===== config.mk =====
export PLATFORM = sky130hd
export DESIGN_NAME = spi_master_three_wire
export DESIGN_NICKNAME = d
export VERILOG_FILES = /design/src/verilog/spi3_pkg.sv /design/src/verilog/spi_master_three_wire.sv
export SDC_FILE = /design/constraint.sdc
export NUM_CORES = 1
export LEC_CHECK = 0
export ABC_AREA = 1
export BUFFER_PORTS_ARGS = -buffer_cell sky130_fd_sc_hd__buf_2
export CAP_MARGIN = 40
export CORE_AREA = 3 3 175 177
export CTS_BUF_LIST = sky130_fd_sc_hd__clkbuf_8
export DETAILED_ROUTE_END_ITERATION = 8
export DIE_AREA = 0 0 178 180
export MAX_ROUTING_LAYER = met4
export PLACE_DENSITY = 0.71
export SYNTH_ARGS = -nofsm -noshare
export SYNTH_HDL_FRONTEND = slang
export SYNTH_SLANG_ARGS = --single-unit

===== constraint.sdc =====
create_clock -name clk -period 3.8 [get_ports clk]
set_input_delay 0.76 -clock clk [delete_from_list [all_inputs] [get_ports clk]]
set_output_delay 0.76 -clock clk [all_outputs]
set_load 0.005 [all_outputs]

===== src/verilog/spi3_pkg.sv =====
/*
  Constants, types and register map for the three-wire serial port.
  Assumes an 8-bit special-function-register bus on the processor side.
*/
package spi3_pkg;
  // ----------------------------------------------------------------
  // Register addresses
  // ----------------------------------------------------------------
  localparam logic [7:0] IRQ_GLB_ADDR = 8'ha8; // Global enable byte
  localparam logic [7:0] IRQ_GRP_ADDR = 8'hb8; // Group enable byte
  localparam logic [7:0] CTLA_ADDR = 8'ha1; // Port control a
  localparam logic [7:0] CTLB_ADDR = 8'ha2; // Port control b
  localparam logic [7:0] RATE_ADDR = 8'ha3; // Clock rate
  localparam logic [7:0] DATA_ADDR = 8'ha4; // Shift data port
  // ----------------------------------------------------------------
  // Reset values
  // ----------------------------------------------------------------
  localparam logic [7:0] IEN_RST = 8'h00;
  localparam logic [7:0] CTLA_RST = 8'h00;
  localparam logic [7:0] CTLB_RST = 8'he0; // Pins tri-state
  localparam logic [7:0] RATE_RST = 8'h00;
  // ----------------------------------------------------------------
  // Field positions
  // ----------------------------------------------------------------
  localparam int EAL_BIT = 7; // Global interrupt enable
  localparam int GRP_BIT = 7; // Serial group interrupt enable
  localparam int EN_BIT = 7; // Control a fields
  localparam int ON_BIT = 6;
  localparam int HALF_BIT = 5;
  localparam int TX_BIT = 4;
  localparam int MSB_BIT = 3;
  localparam int TPH_BIT = 2;
  localparam int RPH_BIT = 1;
  localparam int CIE_BIT = 0;
  localparam int DI_TRI_BIT = 7; // Control b fields
  localparam int DO_TRI_BIT = 6;
  localparam int CK_TRI_BIT = 5;
  localparam int DI_VAL_BIT = 4;
  localparam int DO_VAL_BIT = 3;
  localparam int CK_VAL_BIT = 2;
  localparam int RDY_BIT = 1;
  localparam int FLAG_BIT = 0;
  localparam int CLKP_BIT = 5; // Rate fields
  localparam int PSC_LSB = 3;
  localparam int DIV_LSB = 0;
  // ----------------------------------------------------------------
  // Counts
  // ----------------------------------------------------------------
  localparam logic [4:0] EDGE_LAST = 5'h10; // Sixteen edges per cycle
  localparam logic [2:0] PSC_LIM6 = 3'h5; // Divide by six
  localparam logic [2:0] PSC_LIM3 = 3'h2;
  localparam logic [2:0] PSC_LIM2 = 3'h1;
  localparam logic [2:0] PSC_LIM1 = 3'h0;
  localparam int FIFO_W = 8;
  localparam int FIFO_D = 32;
  // ----------------------------------------------------------------
  // Types
  // ----------------------------------------------------------------
  typedef enum logic [1:0] {
    ST_IDLE = 2'b00,
    ST_RUN = 2'b01,
    ST_DONE = 2'b10
  } eng_state_t;
  typedef struct packed {
    logic o; // Driven level
    logic oe; // High while driving
  } pin_drv_t;
endpackage


===== src/verilog/spi_master_three_wire.sv =====
/*
  Three-wire serial master with receive FIFO, register file and pins.
  Assumes one 40 MHz clock; data pins come from another domain and are
  synchronised; the testbench resolves pin wires from the enables.
*/
`timescale 1ns/10ps
`default_nettype none

// ------------------------------------------------------------------
// Receive FIFO
// ------------------------------------------------------------------
module rx_fifo #(
  parameter int W = 8,
  parameter int D = 32
) (
  input wire logic clk,
  input wire logic rst_n,
  input wire logic in_valid,
  output logic in_ready,
  input wire logic [W-1:0] in_data,
  output logic out_valid,
  input wire logic out_ready,
  output logic [W-1:0] out_data
);
  localparam int AW = $clog2(D);
  logic [W-1:0] mem [D]; // Storage
  logic [AW:0] wp_r; // Write pointer, wrap bit on top
  logic [AW:0] rp_r; // Read pointer
  logic push;
  logic pop;

  assign push = in_valid && in_ready;
  assign pop = out_valid && out_ready;
  assign in_ready = (wp_r[AW-1:0] != rp_r[AW-1:0]) || (wp_r[AW] == rp_r[AW]);
  assign out_valid = wp_r != rp_r;
  assign out_data = mem[rp_r[AW-1:0]];

  // Storage write
  always_ff @(posedge clk) begin
    if (push) begin
      mem[wp_r[AW-1:0]] <= in_data;
    end
  end

  // Pointers
  always_ff @(posedge clk or negedge rst_n) begin
    if (!rst_n) begin
      wp_r <= '0;
      rp_r <= '0;
    end else begin
      if (push) begin
        wp_r <= wp_r + 1'b1;
      end
      if (pop) begin
        rp_r <= rp_r + 1'b1;
      end
    end
  end
endmodule

// ------------------------------------------------------------------
// Serial port top
// ------------------------------------------------------------------
module spi_master_three_wire (
  input wire logic clk,
  input wire logic rst_n,
  input wire logic [7:0] sfr_addr,
  input wire logic sfr_wr,
  input wire logic sfr_rd,
  input wire logic [7:0] sfr_wdata,
  output logic [7:0] sfr_rdata,
  output logic irq,
  input wire logic sclk_i,
  output logic sclk_o,
  output logic sclk_oe,
  input wire logic data_out_pin_i,
  output logic data_out_pin_o,
  output logic data_out_pin_oe,
  input wire logic data_in_pin_i,
  output logic data_in_pin_o,
  output logic data_in_pin_oe
);
  // ----------------------------------------------------------------
  // Registers and state
  // ----------------------------------------------------------------
  logic [7:0] irq_glb_r; // interrupt_enable_low
  logic [7:0] irq_grp_r; // interrupt_enable_high
  logic [7:0] ctla_r; // serial_port_control_a
  logic [7:0] ctlb_r; // serial_port_control_b, stored bits
  logic [7:0] rate_r; // serial_port_rate
  logic flag_r; // Completion flag
  logic rdy_r; // Ready for a new cycle
  spi3_pkg::eng_state_t st_r; // Engine state
  logic [4:0] edge_r; // Edges produced so far
  logic [7:0] tx_sh_r; // Transmit shifter
  logic [7:0] rx_sh_r; // Receive shifter
  logic sclk_r; // Internal serial clock level
  logic tbit_r; // Bit on the data line
  logic [2:0] pre_r; // Prescale counter
  logic [6:0] div_r; // Ratio counter
  logic di_s1, di_s2, do_s1, do_s2; // Pin synchronisers
  logic [7:0] rdata_r;
  logic irq_r;
  spi3_pkg::pin_drv_t ck_r, dq_r, di_r; // Registered pin drive

  // Decoded fields
  logic en, on, half, txdir, msb, tph, rph, cie, clkp;
  logic [1:0] psc;
  logic [2:0] dv;
  assign en = ctla_r[spi3_pkg::EN_BIT];
  assign on = ctla_r[spi3_pkg::ON_BIT];
  assign half = ctla_r[spi3_pkg::HALF_BIT];
  assign txdir = ctla_r[spi3_pkg::TX_BIT];
  assign msb = ctla_r[spi3_pkg::MSB_BIT];
  assign tph = ctla_r[spi3_pkg::TPH_BIT];
  assign rph = ctla_r[spi3_pkg::RPH_BIT];
  assign cie = ctla_r[spi3_pkg::CIE_BIT];
  assign clkp = rate_r[spi3_pkg::CLKP_BIT];
  assign psc = rate_r[spi3_pkg::PSC_LSB +: 2];
  assign dv = rate_r[spi3_pkg::DIV_LSB +: 3];

  // Bus strobes
  logic wr_data, rd_data, start;
  assign wr_data = sfr_wr && (sfr_addr == spi3_pkg::DATA_ADDR);
  assign rd_data = sfr_rd && (sfr_addr == spi3_pkg::DATA_ADDR);
  assign start = wr_data && rdy_r && en && on;

  // FIFO hookup
  logic f_in_ready, f_out_valid;
  logic [7:0] f_out_data;
  logic push;
  assign push = (st_r == spi3_pkg::ST_DONE) && f_in_ready;
  rx_fifo #(.W(spi3_pkg::FIFO_W), .D(spi3_pkg::FIFO_D)) u_fifo (
    .clk(clk),
    .rst_n(rst_n),
    .in_valid(st_r == spi3_pkg::ST_DONE),
    .in_ready(f_in_ready),
    .in_data(rx_sh_r),
    .out_valid(f_out_valid),
    .out_ready(rd_data),
    .out_data(f_out_data)
  );

  // ----------------------------------------------------------------
  // Bit-order helpers
  // ----------------------------------------------------------------
  function automatic logic cur_bit(input logic [7:0] v, input logic m);
    cur_bit = m ? v[7] : v[0];
  endfunction
  function automatic logic [7:0] shl(input logic [7:0] v, input logic m);
    shl = m ? {v[6:0], 1'b0} : {1'b0, v[7:1]};
  endfunction

  // ----------------------------------------------------------------
  // Clock generation
  // ----------------------------------------------------------------
  logic [2:0] pre_lim;
  logic [6:0] div_lim;
  logic tick; // One serial clock edge due
  logic [4:0] enext; // Number of the edge being made
  always_comb begin
    case (psc)
      2'b00: pre_lim = spi3_pkg::PSC_LIM6;
      2'b01: pre_lim = spi3_pkg::PSC_LIM3;
      2'b10: pre_lim = spi3_pkg::PSC_LIM2;
      default: pre_lim = spi3_pkg::PSC_LIM1;
    endcase
  end
  assign div_lim = 7'((8'h01 << dv) - 8'h01);
  assign tick = (st_r == spi3_pkg::ST_RUN) && on &&
    (pre_r == pre_lim) && (div_r == div_lim);
  assign enext = edge_r + 5'h01;

  // Prescale and ratio counters, frozen in standby
  always_ff @(posedge clk or negedge rst_n) begin
    if (!rst_n) begin
      pre_r <= '0;
      div_r <= '0;
    end else if (start || st_r != spi3_pkg::ST_RUN) begin
      pre_r <= '0;
      div_r <= '0;
    end else if (on) begin
      if (pre_r == pre_lim) begin
        pre_r <= '0;
        div_r <= (div_r == div_lim) ? 7'h00 : div_r + 7'h01;
      end else begin
        pre_r <= pre_r + 3'h1;
      end
    end
  end

  // ----------------------------------------------------------------
  // Pin synchronisers
  // ----------------------------------------------------------------
  always_ff @(posedge clk or negedge rst_n) begin
    if (!rst_n) begin
      di_s1 <= 1'b0;
      di_s2 <= 1'b0;
      do_s1 <= 1'b0;
      do_s2 <= 1'b0;
    end else begin
      di_s1 <= data_in_pin_i;
      di_s2 <= di_s1;
      do_s1 <= data_out_pin_i;
      do_s2 <= do_s1;
    end
  end

  // ----------------------------------------------------------------
  // Transfer engine
  // ----------------------------------------------------------------
  logic rx_src;
  assign rx_src = half ? do_s2 : di_s2;

  // State, edge count and serial clock
  always_ff @(posedge clk or negedge rst_n) begin
    if (!rst_n) begin
      st_r <= spi3_pkg::ST_IDLE;
      edge_r <= '0;
      sclk_r <= 1'b0;
    end else begin
      case (st_r)
        spi3_pkg::ST_IDLE: begin
          sclk_r <= clkp;
          edge_r <= '0;
          if (start) begin
            st_r <= spi3_pkg::ST_RUN;
          end
        end
        spi3_pkg::ST_RUN: begin
          if (!en) begin
            st_r <= spi3_pkg::ST_IDLE; // Abort on disable
          end else if (tick) begin
            sclk_r <= ~sclk_r;
            edge_r <= enext;
            if (enext == spi3_pkg::EDGE_LAST) begin
              st_r <= spi3_pkg::ST_DONE;
            end
          end
        end
        spi3_pkg::ST_DONE: begin
          sclk_r <= clkp;
          if (push) begin // Waits while FIFO is full
            st_r <= spi3_pkg::ST_IDLE;
          end
        end
        default: st_r <= spi3_pkg::ST_IDLE;
      endcase
    end
  end

  // Transmit shifter, launch per transmit phase
  always_ff @(posedge clk or negedge rst_n) begin
    if (!rst_n) begin
      tx_sh_r <= '0;
      tbit_r <= 1'b0;
    end else if (start) begin
      if (tph) begin
        tx_sh_r <= sfr_wdata; // First bit at edge one
      end else begin
        tbit_r <= cur_bit(sfr_wdata, msb); // Before edge one
        tx_sh_r <= shl(sfr_wdata, msb);
      end
    end else if (tick && (tph ? enext[0] :
               (!enext[0] && enext != spi3_pkg::EDGE_LAST))) begin
      tbit_r <= cur_bit(tx_sh_r, msb);
      tx_sh_r <= shl(tx_sh_r, msb);
    end
  end

  // Receive shifter, sampling per receive phase
  always_ff @(posedge clk or negedge rst_n) begin
    if (!rst_n) begin
      rx_sh_r <= '0;
    end else if (tick && (rph ? !enext[0] : enext[0])) begin
      rx_sh_r <= msb ? {rx_sh_r[6:0], rx_src}
                     : {rx_src, rx_sh_r[7:1]};
    end
  end

  // Ready bit and completion flag; set beats clear
  logic flag_clr;
  assign flag_clr = sfr_wr && (sfr_addr == spi3_pkg::CTLB_ADDR) &&
    sfr_wdata[spi3_pkg::FLAG_BIT];
  always_ff @(posedge clk or negedge rst_n) begin
    if (!rst_n) begin
      rdy_r <= 1'b1;
      flag_r <= 1'b0;
    end else begin
      if (push) begin
        rdy_r <= 1'b1;
        flag_r <= 1'b1;
      end else begin
        if (start) begin
          rdy_r <= 1'b0;
        end else if (st_r == spi3_pkg::ST_RUN && !en) begin
          rdy_r <= 1'b1;
        end
        if (flag_clr) begin
          flag_r <= 1'b0;
        end
      end
    end
  end

  // ----------------------------------------------------------------
  // Register file
  // ----------------------------------------------------------------
  always_ff @(posedge clk or negedge rst_n) begin
    if (!rst_n) begin
      irq_glb_r <= spi3_pkg::IEN_RST;
      irq_grp_r <= spi3_pkg::IEN_RST;
      ctla_r <= spi3_pkg::CTLA_RST;
      ctlb_r <= spi3_pkg::CTLB_RST;
      rate_r <= spi3_pkg::RATE_RST;
    end else if (sfr_wr) begin
      case (sfr_addr)
        spi3_pkg::IRQ_GLB_ADDR: irq_glb_r <= sfr_wdata;
        spi3_pkg::IRQ_GRP_ADDR: irq_grp_r <= sfr_wdata;
        spi3_pkg::CTLA_ADDR: ctla_r <= sfr_wdata;
        spi3_pkg::CTLB_ADDR: ctlb_r <= {sfr_wdata[7:2], 2'b00};
        spi3_pkg::RATE_ADDR: rate_r <= {2'b00, sfr_wdata[5:0]};
        default: ;
      endcase
    end
  end

  // Read data, one cycle after the strobe; data read pops the FIFO
  always_ff @(posedge clk or negedge rst_n) begin
    if (!rst_n) begin
      rdata_r <= '0;
    end else if (sfr_rd) begin
      case (sfr_addr)
        spi3_pkg::IRQ_GLB_ADDR: rdata_r <= irq_glb_r;
        spi3_pkg::IRQ_GRP_ADDR: rdata_r <= irq_grp_r;
        spi3_pkg::CTLA_ADDR: rdata_r <= ctla_r;
        spi3_pkg::CTLB_ADDR: rdata_r <= {ctlb_r[7:2], rdy_r, flag_r};
        spi3_pkg::RATE_ADDR: rdata_r <= rate_r;
        spi3_pkg::DATA_ADDR: rdata_r <= f_out_valid ? f_out_data
                                                    : 8'h00;
        default: rdata_r <= 8'h00;
      endcase
    end
  end

  // Interrupt request through local, group and global enables
  always_ff @(posedge clk or negedge rst_n) begin
    if (!rst_n) begin
      irq_r <= 1'b0;
    end else begin
      irq_r <= flag_r && cie && irq_grp_r[spi3_pkg::GRP_BIT] &&
        irq_glb_r[spi3_pkg::EAL_BIT];
    end
  end

  // ----------------------------------------------------------------
  // Pin multiplexing
  // ----------------------------------------------------------------
  always_ff @(posedge clk or negedge rst_n) begin
    if (!rst_n) begin
      ck_r <= '0;
      dq_r <= '0;
      di_r <= '0;
    end else if (en) begin
      ck_r <= '{o: sclk_r, oe: 1'b1};
      dq_r <= '{o: tbit_r, oe: !half || txdir};
      di_r <= half ? '{o: ctlb_r[spi3_pkg::DI_VAL_BIT],
                       oe: !ctlb_r[spi3_pkg::DI_TRI_BIT]}
                   : '{o: 1'b0, oe: 1'b0};
    end else begin
      ck_r <= '{o: ctlb_r[spi3_pkg::CK_VAL_BIT],
                oe: !ctlb_r[spi3_pkg::CK_TRI_BIT]};
      dq_r <= '{o: ctlb_r[spi3_pkg::DO_VAL_BIT],
                oe: !ctlb_r[spi3_pkg::DO_TRI_BIT]};
      di_r <= '{o: ctlb_r[spi3_pkg::DI_VAL_BIT],
                oe: !ctlb_r[spi3_pkg::DI_TRI_BIT]};
    end
  end

  assign sfr_rdata = rdata_r;
  assign irq = irq_r;
  assign sclk_o = ck_r.o;
  assign sclk_oe = ck_r.oe;
  assign data_out_pin_o = dq_r.o;
  assign data_out_pin_oe = dq_r.oe;
  assign data_in_pin_o = di_r.o;
  assign data_in_pin_oe = di_r.oe;
endmodule

`default_nettype wire


==> reports/qor.csv <==
metric,value,unit
grt_pass1_wl,58700,µm
post-cts-setup-buffers,0,
worst_slew_pin_slew,0.912,ns
cts_resized,0,
final_hold_viol_count,0,
cap_violations,0,
grt_use_total,23.9,%
dp_hpwl,23800,µm
synth.area.top_cells,"edfxtp_1 (48%), dfrtp_1 (16%), nand2_1 (7.2%)",
criticalPathCategory,reg -> reg,
clkTransAtPathRegs,0.06,ns
wire_per_inst,17.8,µm
crit_buf_inv,2,
synth_edf_count,256,
end_kind,register,
startpoint_type,register,
gp_congestion,0.926,
final_area,17800,µm²
critical_path_peak_fanout,33,
grt_pass1_vias,11000,
initial_core_util,54.6,%
core-area,29400,µm²
critPathTopFamily,simple AND/OR/NAND/NOR gates,
final_util,60.4,%
cp_slowest_cell,dfrtp_2,
synthesis.nets,1627,
power,8870,µW
n_fill_cell,2408,
path_common_cell,nand2_1,
finalSetupTns,0,ns
fin_nets,1672,
cp_data_required_time,4.01,ns
arrival,3.12,ns
dr.pass1.iters,7,
max_stage_delay,0.76,ns
drv_slew,0,
synth-seq-cells,360,
grt_max_degree,116,
yosysTopAreaCell,edfxtp_1,
die_x,178,µm
area_growth,10.7,%
skew,0.0289,ns
hold_buffers,0,
period_minus_slack,2.91,ns
n_antenna_cell,0,
netlist_instances,1595,
die_y,180,µm
viasPerCell,5.47,
pwr_density_cell,499,nW/µm²
vias,11400,
slew_headroom,39.0,%
dieArea,32000,µm²
rsz0062_at_grt,false,
cts_tree,done,
io_buffer_count,36,
drc_errors,0,
antenna_found_initial,0,
yosys_most_used_dff,edfxtp_1,
setup_viol,0,
status,"complete, no violations",
std_cell_rows,63,
wl,36900,µm
clock-root-buffer,clkbuf_8,
h-tree-depth,2,
numCtsBuffers,57,
worst-r2r-cell-count,10,
timing.hold.ws,0.135,ns
timing.fmax,0.344,GHz
hold_path.class,in -> async,
yosysWarningCount,0,
drive_gt1_share,11.7,%
async_flop_share,28.9,%
worstPathCellList,"inv_2, nand2_1, a21oi_1, nand2_1, nor2_1, nand2_1, nand2_2, inv_1, nand2_2, nor2_1",
drt_iter0_markers,1048,
cts.sinks,360,
detail-route-antenna-nets,0,
synth_top_area_share,47.9,%
overflow,0,
path_depth,10,
syn_area,16100,µm²
cts_buffer_depth,3,
ir_worst_vdd,0.000312,V
yosysUniqueCellTypes,47,
period_share,76.5,%
p_leak,0.00742,µW
ios,38,
placed_cell_area,16700,µm²
clock_latency,0.59,ns
synth.avg_cell_area,10.1,µm²
ys_seq_area_share,64.1,%
stage by stage:
stage               setup slack [ns]  std cells
floorplan                       1.71       1595
global placement               0.997       1964
CTS                            0.912       2077
global route                   0.683       2077
finish                         0.894       2077
detailed placement             0.919       1971
layout by cell type (no fill, tap or decap), types with 3 or more instances in the layout:
master,count
nand2_1,306
nor2_1,256
edfxtp_1,256
o21ai_0,217
inv_1,134
dfrtp_1,98
nand3_1,78
clkbuf_8,63
o211ai_1,38
buf_2,35
a21oi_1,26
or2_2,17
buf_4,15
o21ai_1,13
xor2_1,12
inv_2,9
nand2_2,9
ha_1,9
clkinv_1,8
clkinv_2,8
nor3_1,7
o221ai_1,6
nand4_1,6
nor2_2,6
buf_16,5
o21a_1,4
xnor2_1,4
dfstp_2,4
nand3_2,3
nor3_2,3
where the power goes:
group | internal, µW | total [µW] | switching (µW)
combinational | 370 | 1200 | 826
clock | 1660 | 3140 | 1470
sequential | 4380 | 4540 | 166
total | 6410 | 8870 | 2460
path summary, 6_finish.rpt:
| path | startpoint | endpoint | slack (ns) |
|---|---|---|---|
| worst max-delay path | u_fifo.rp_r[1]$_DFFE_PN0P_ | u_fifo.mem[26][4]$_DFFE_PP_ | 0.89 |
| worst min-delay path | rst_n | sclk_oe$_DFF_PN0_ | 0.14 |
| worst max register to register | u_fifo.rp_r[1]$_DFFE_PN0P_ | u_fifo.mem[26][4]$_DFFE_PP_ | 0.89 |
| worst min register to register | di_s1$_DFF_PN0_ | di_s2$_DFF_PN0_ | 0.35 |
| max in group asynchronous | rst_n | tx_sh_r[1]$_DFFE_PN0P_ | 2.85 |
| min in group clk | data_in_pin_i | di_s1$_DFF_PN0_ | 0.27 |
cells in the mapped netlist, types with 2 or more instances:
| cell | number |
|---|---|
| nand3_1 | 78 |
| nor2_8 | 2 |
| o21a_1 | 4 |
| edfxtp_1 | 256 |
| nor3_1 | 7 |
| inv_2 | 9 |
| nor2_2 | 6 |
| nor2_4 | 2 |
| buf_6 | 3 |
| nand2_2 | 9 |
| xnor2_1 | 4 |
| o22ai_1 | 2 |
| xor2_1 | 12 |
| nor2_1 | 256 |
| o211ai_1 | 38 |
| clkinv_1 | 3 |
| clkbuf_1 | 35 |
| dfstp_2 | 4 |
| buf_1 | 3 |
| buf_2 | 25 |
| dfrtp_1 | 100 |
| o21ai_0 | 217 |
| a21oi_1 | 26 |
| or2_2 | 17 |
| nor4_1 | 2 |
| o21ai_2 | 2 |
| nand3_2 | 3 |
| buf_4 | 5 |
| nand2_1 | 306 |
| o21ai_1 | 13 |
| o221ai_1 | 6 |
| inv_1 | 109 |
| nor3_2 | 3 |
| nand4_1 | 6 |
| ha_1 | 9 |
| nor3b_1 | 2 |
cell type report:
cell class                      count  area [µm²]  area share, %
Clock inverter                     43         240           1.35
Clock buffer                       63         867           4.88
Tap cell                          390         488           2.75
Inverter                          122         460           2.59
Sequential cell                   360       10300           58.0
Multi-Input combinational cell   1042        4960           27.9
Timing Repair Buffer               57         460           2.59
layer usage:
layer	up-vias	wire [µm]	track usage [%]
li1	5507	-	-
met1	5437	15700	31.8
met2	344	18100	38.1
met3	76	2080	3.63
met4	0	982	7.54
met5	-	0	-
logic make-up (layout without fill, tap and decap cells):
family	Yosys count	count (layout)	synth area share [%]
and+or+nand+nor	704	704	18.6
DFF	360	360	64.1
AOI/OAI and AO/OA	312	312	10.7
buffers and inverters	193	285	4.98
xor gates and xnor gates	16	16	0.873
adders and majority gates	9	9	0.702
muxes	1	1	0.0624
sequential cells by signal (all words and copies together), names as in the netlist, 7 cells and up:
name	flops
div_r	7
u_fifo.mem	256
rx_sh_r	8
ctla_r	8
tx_sh_r	8
irq_grp_r	8
irq_glb_r	8
sfr_rdata	8
worst register-to-register path: stages (launching register included):
cell and delay, ns:
dfrtp_2 0.76, inv_2 0.09, nand2_1 0.08, a21oi_1 0.06
nand2_1 0.06, nor2_1 0.06, nand2_1 0.07, nand2_2 0.12
inv_1 0.24, nand2_2 0.23, nor2_1 0.75
No activity file was read; power rests on OpenSTA's default activity.
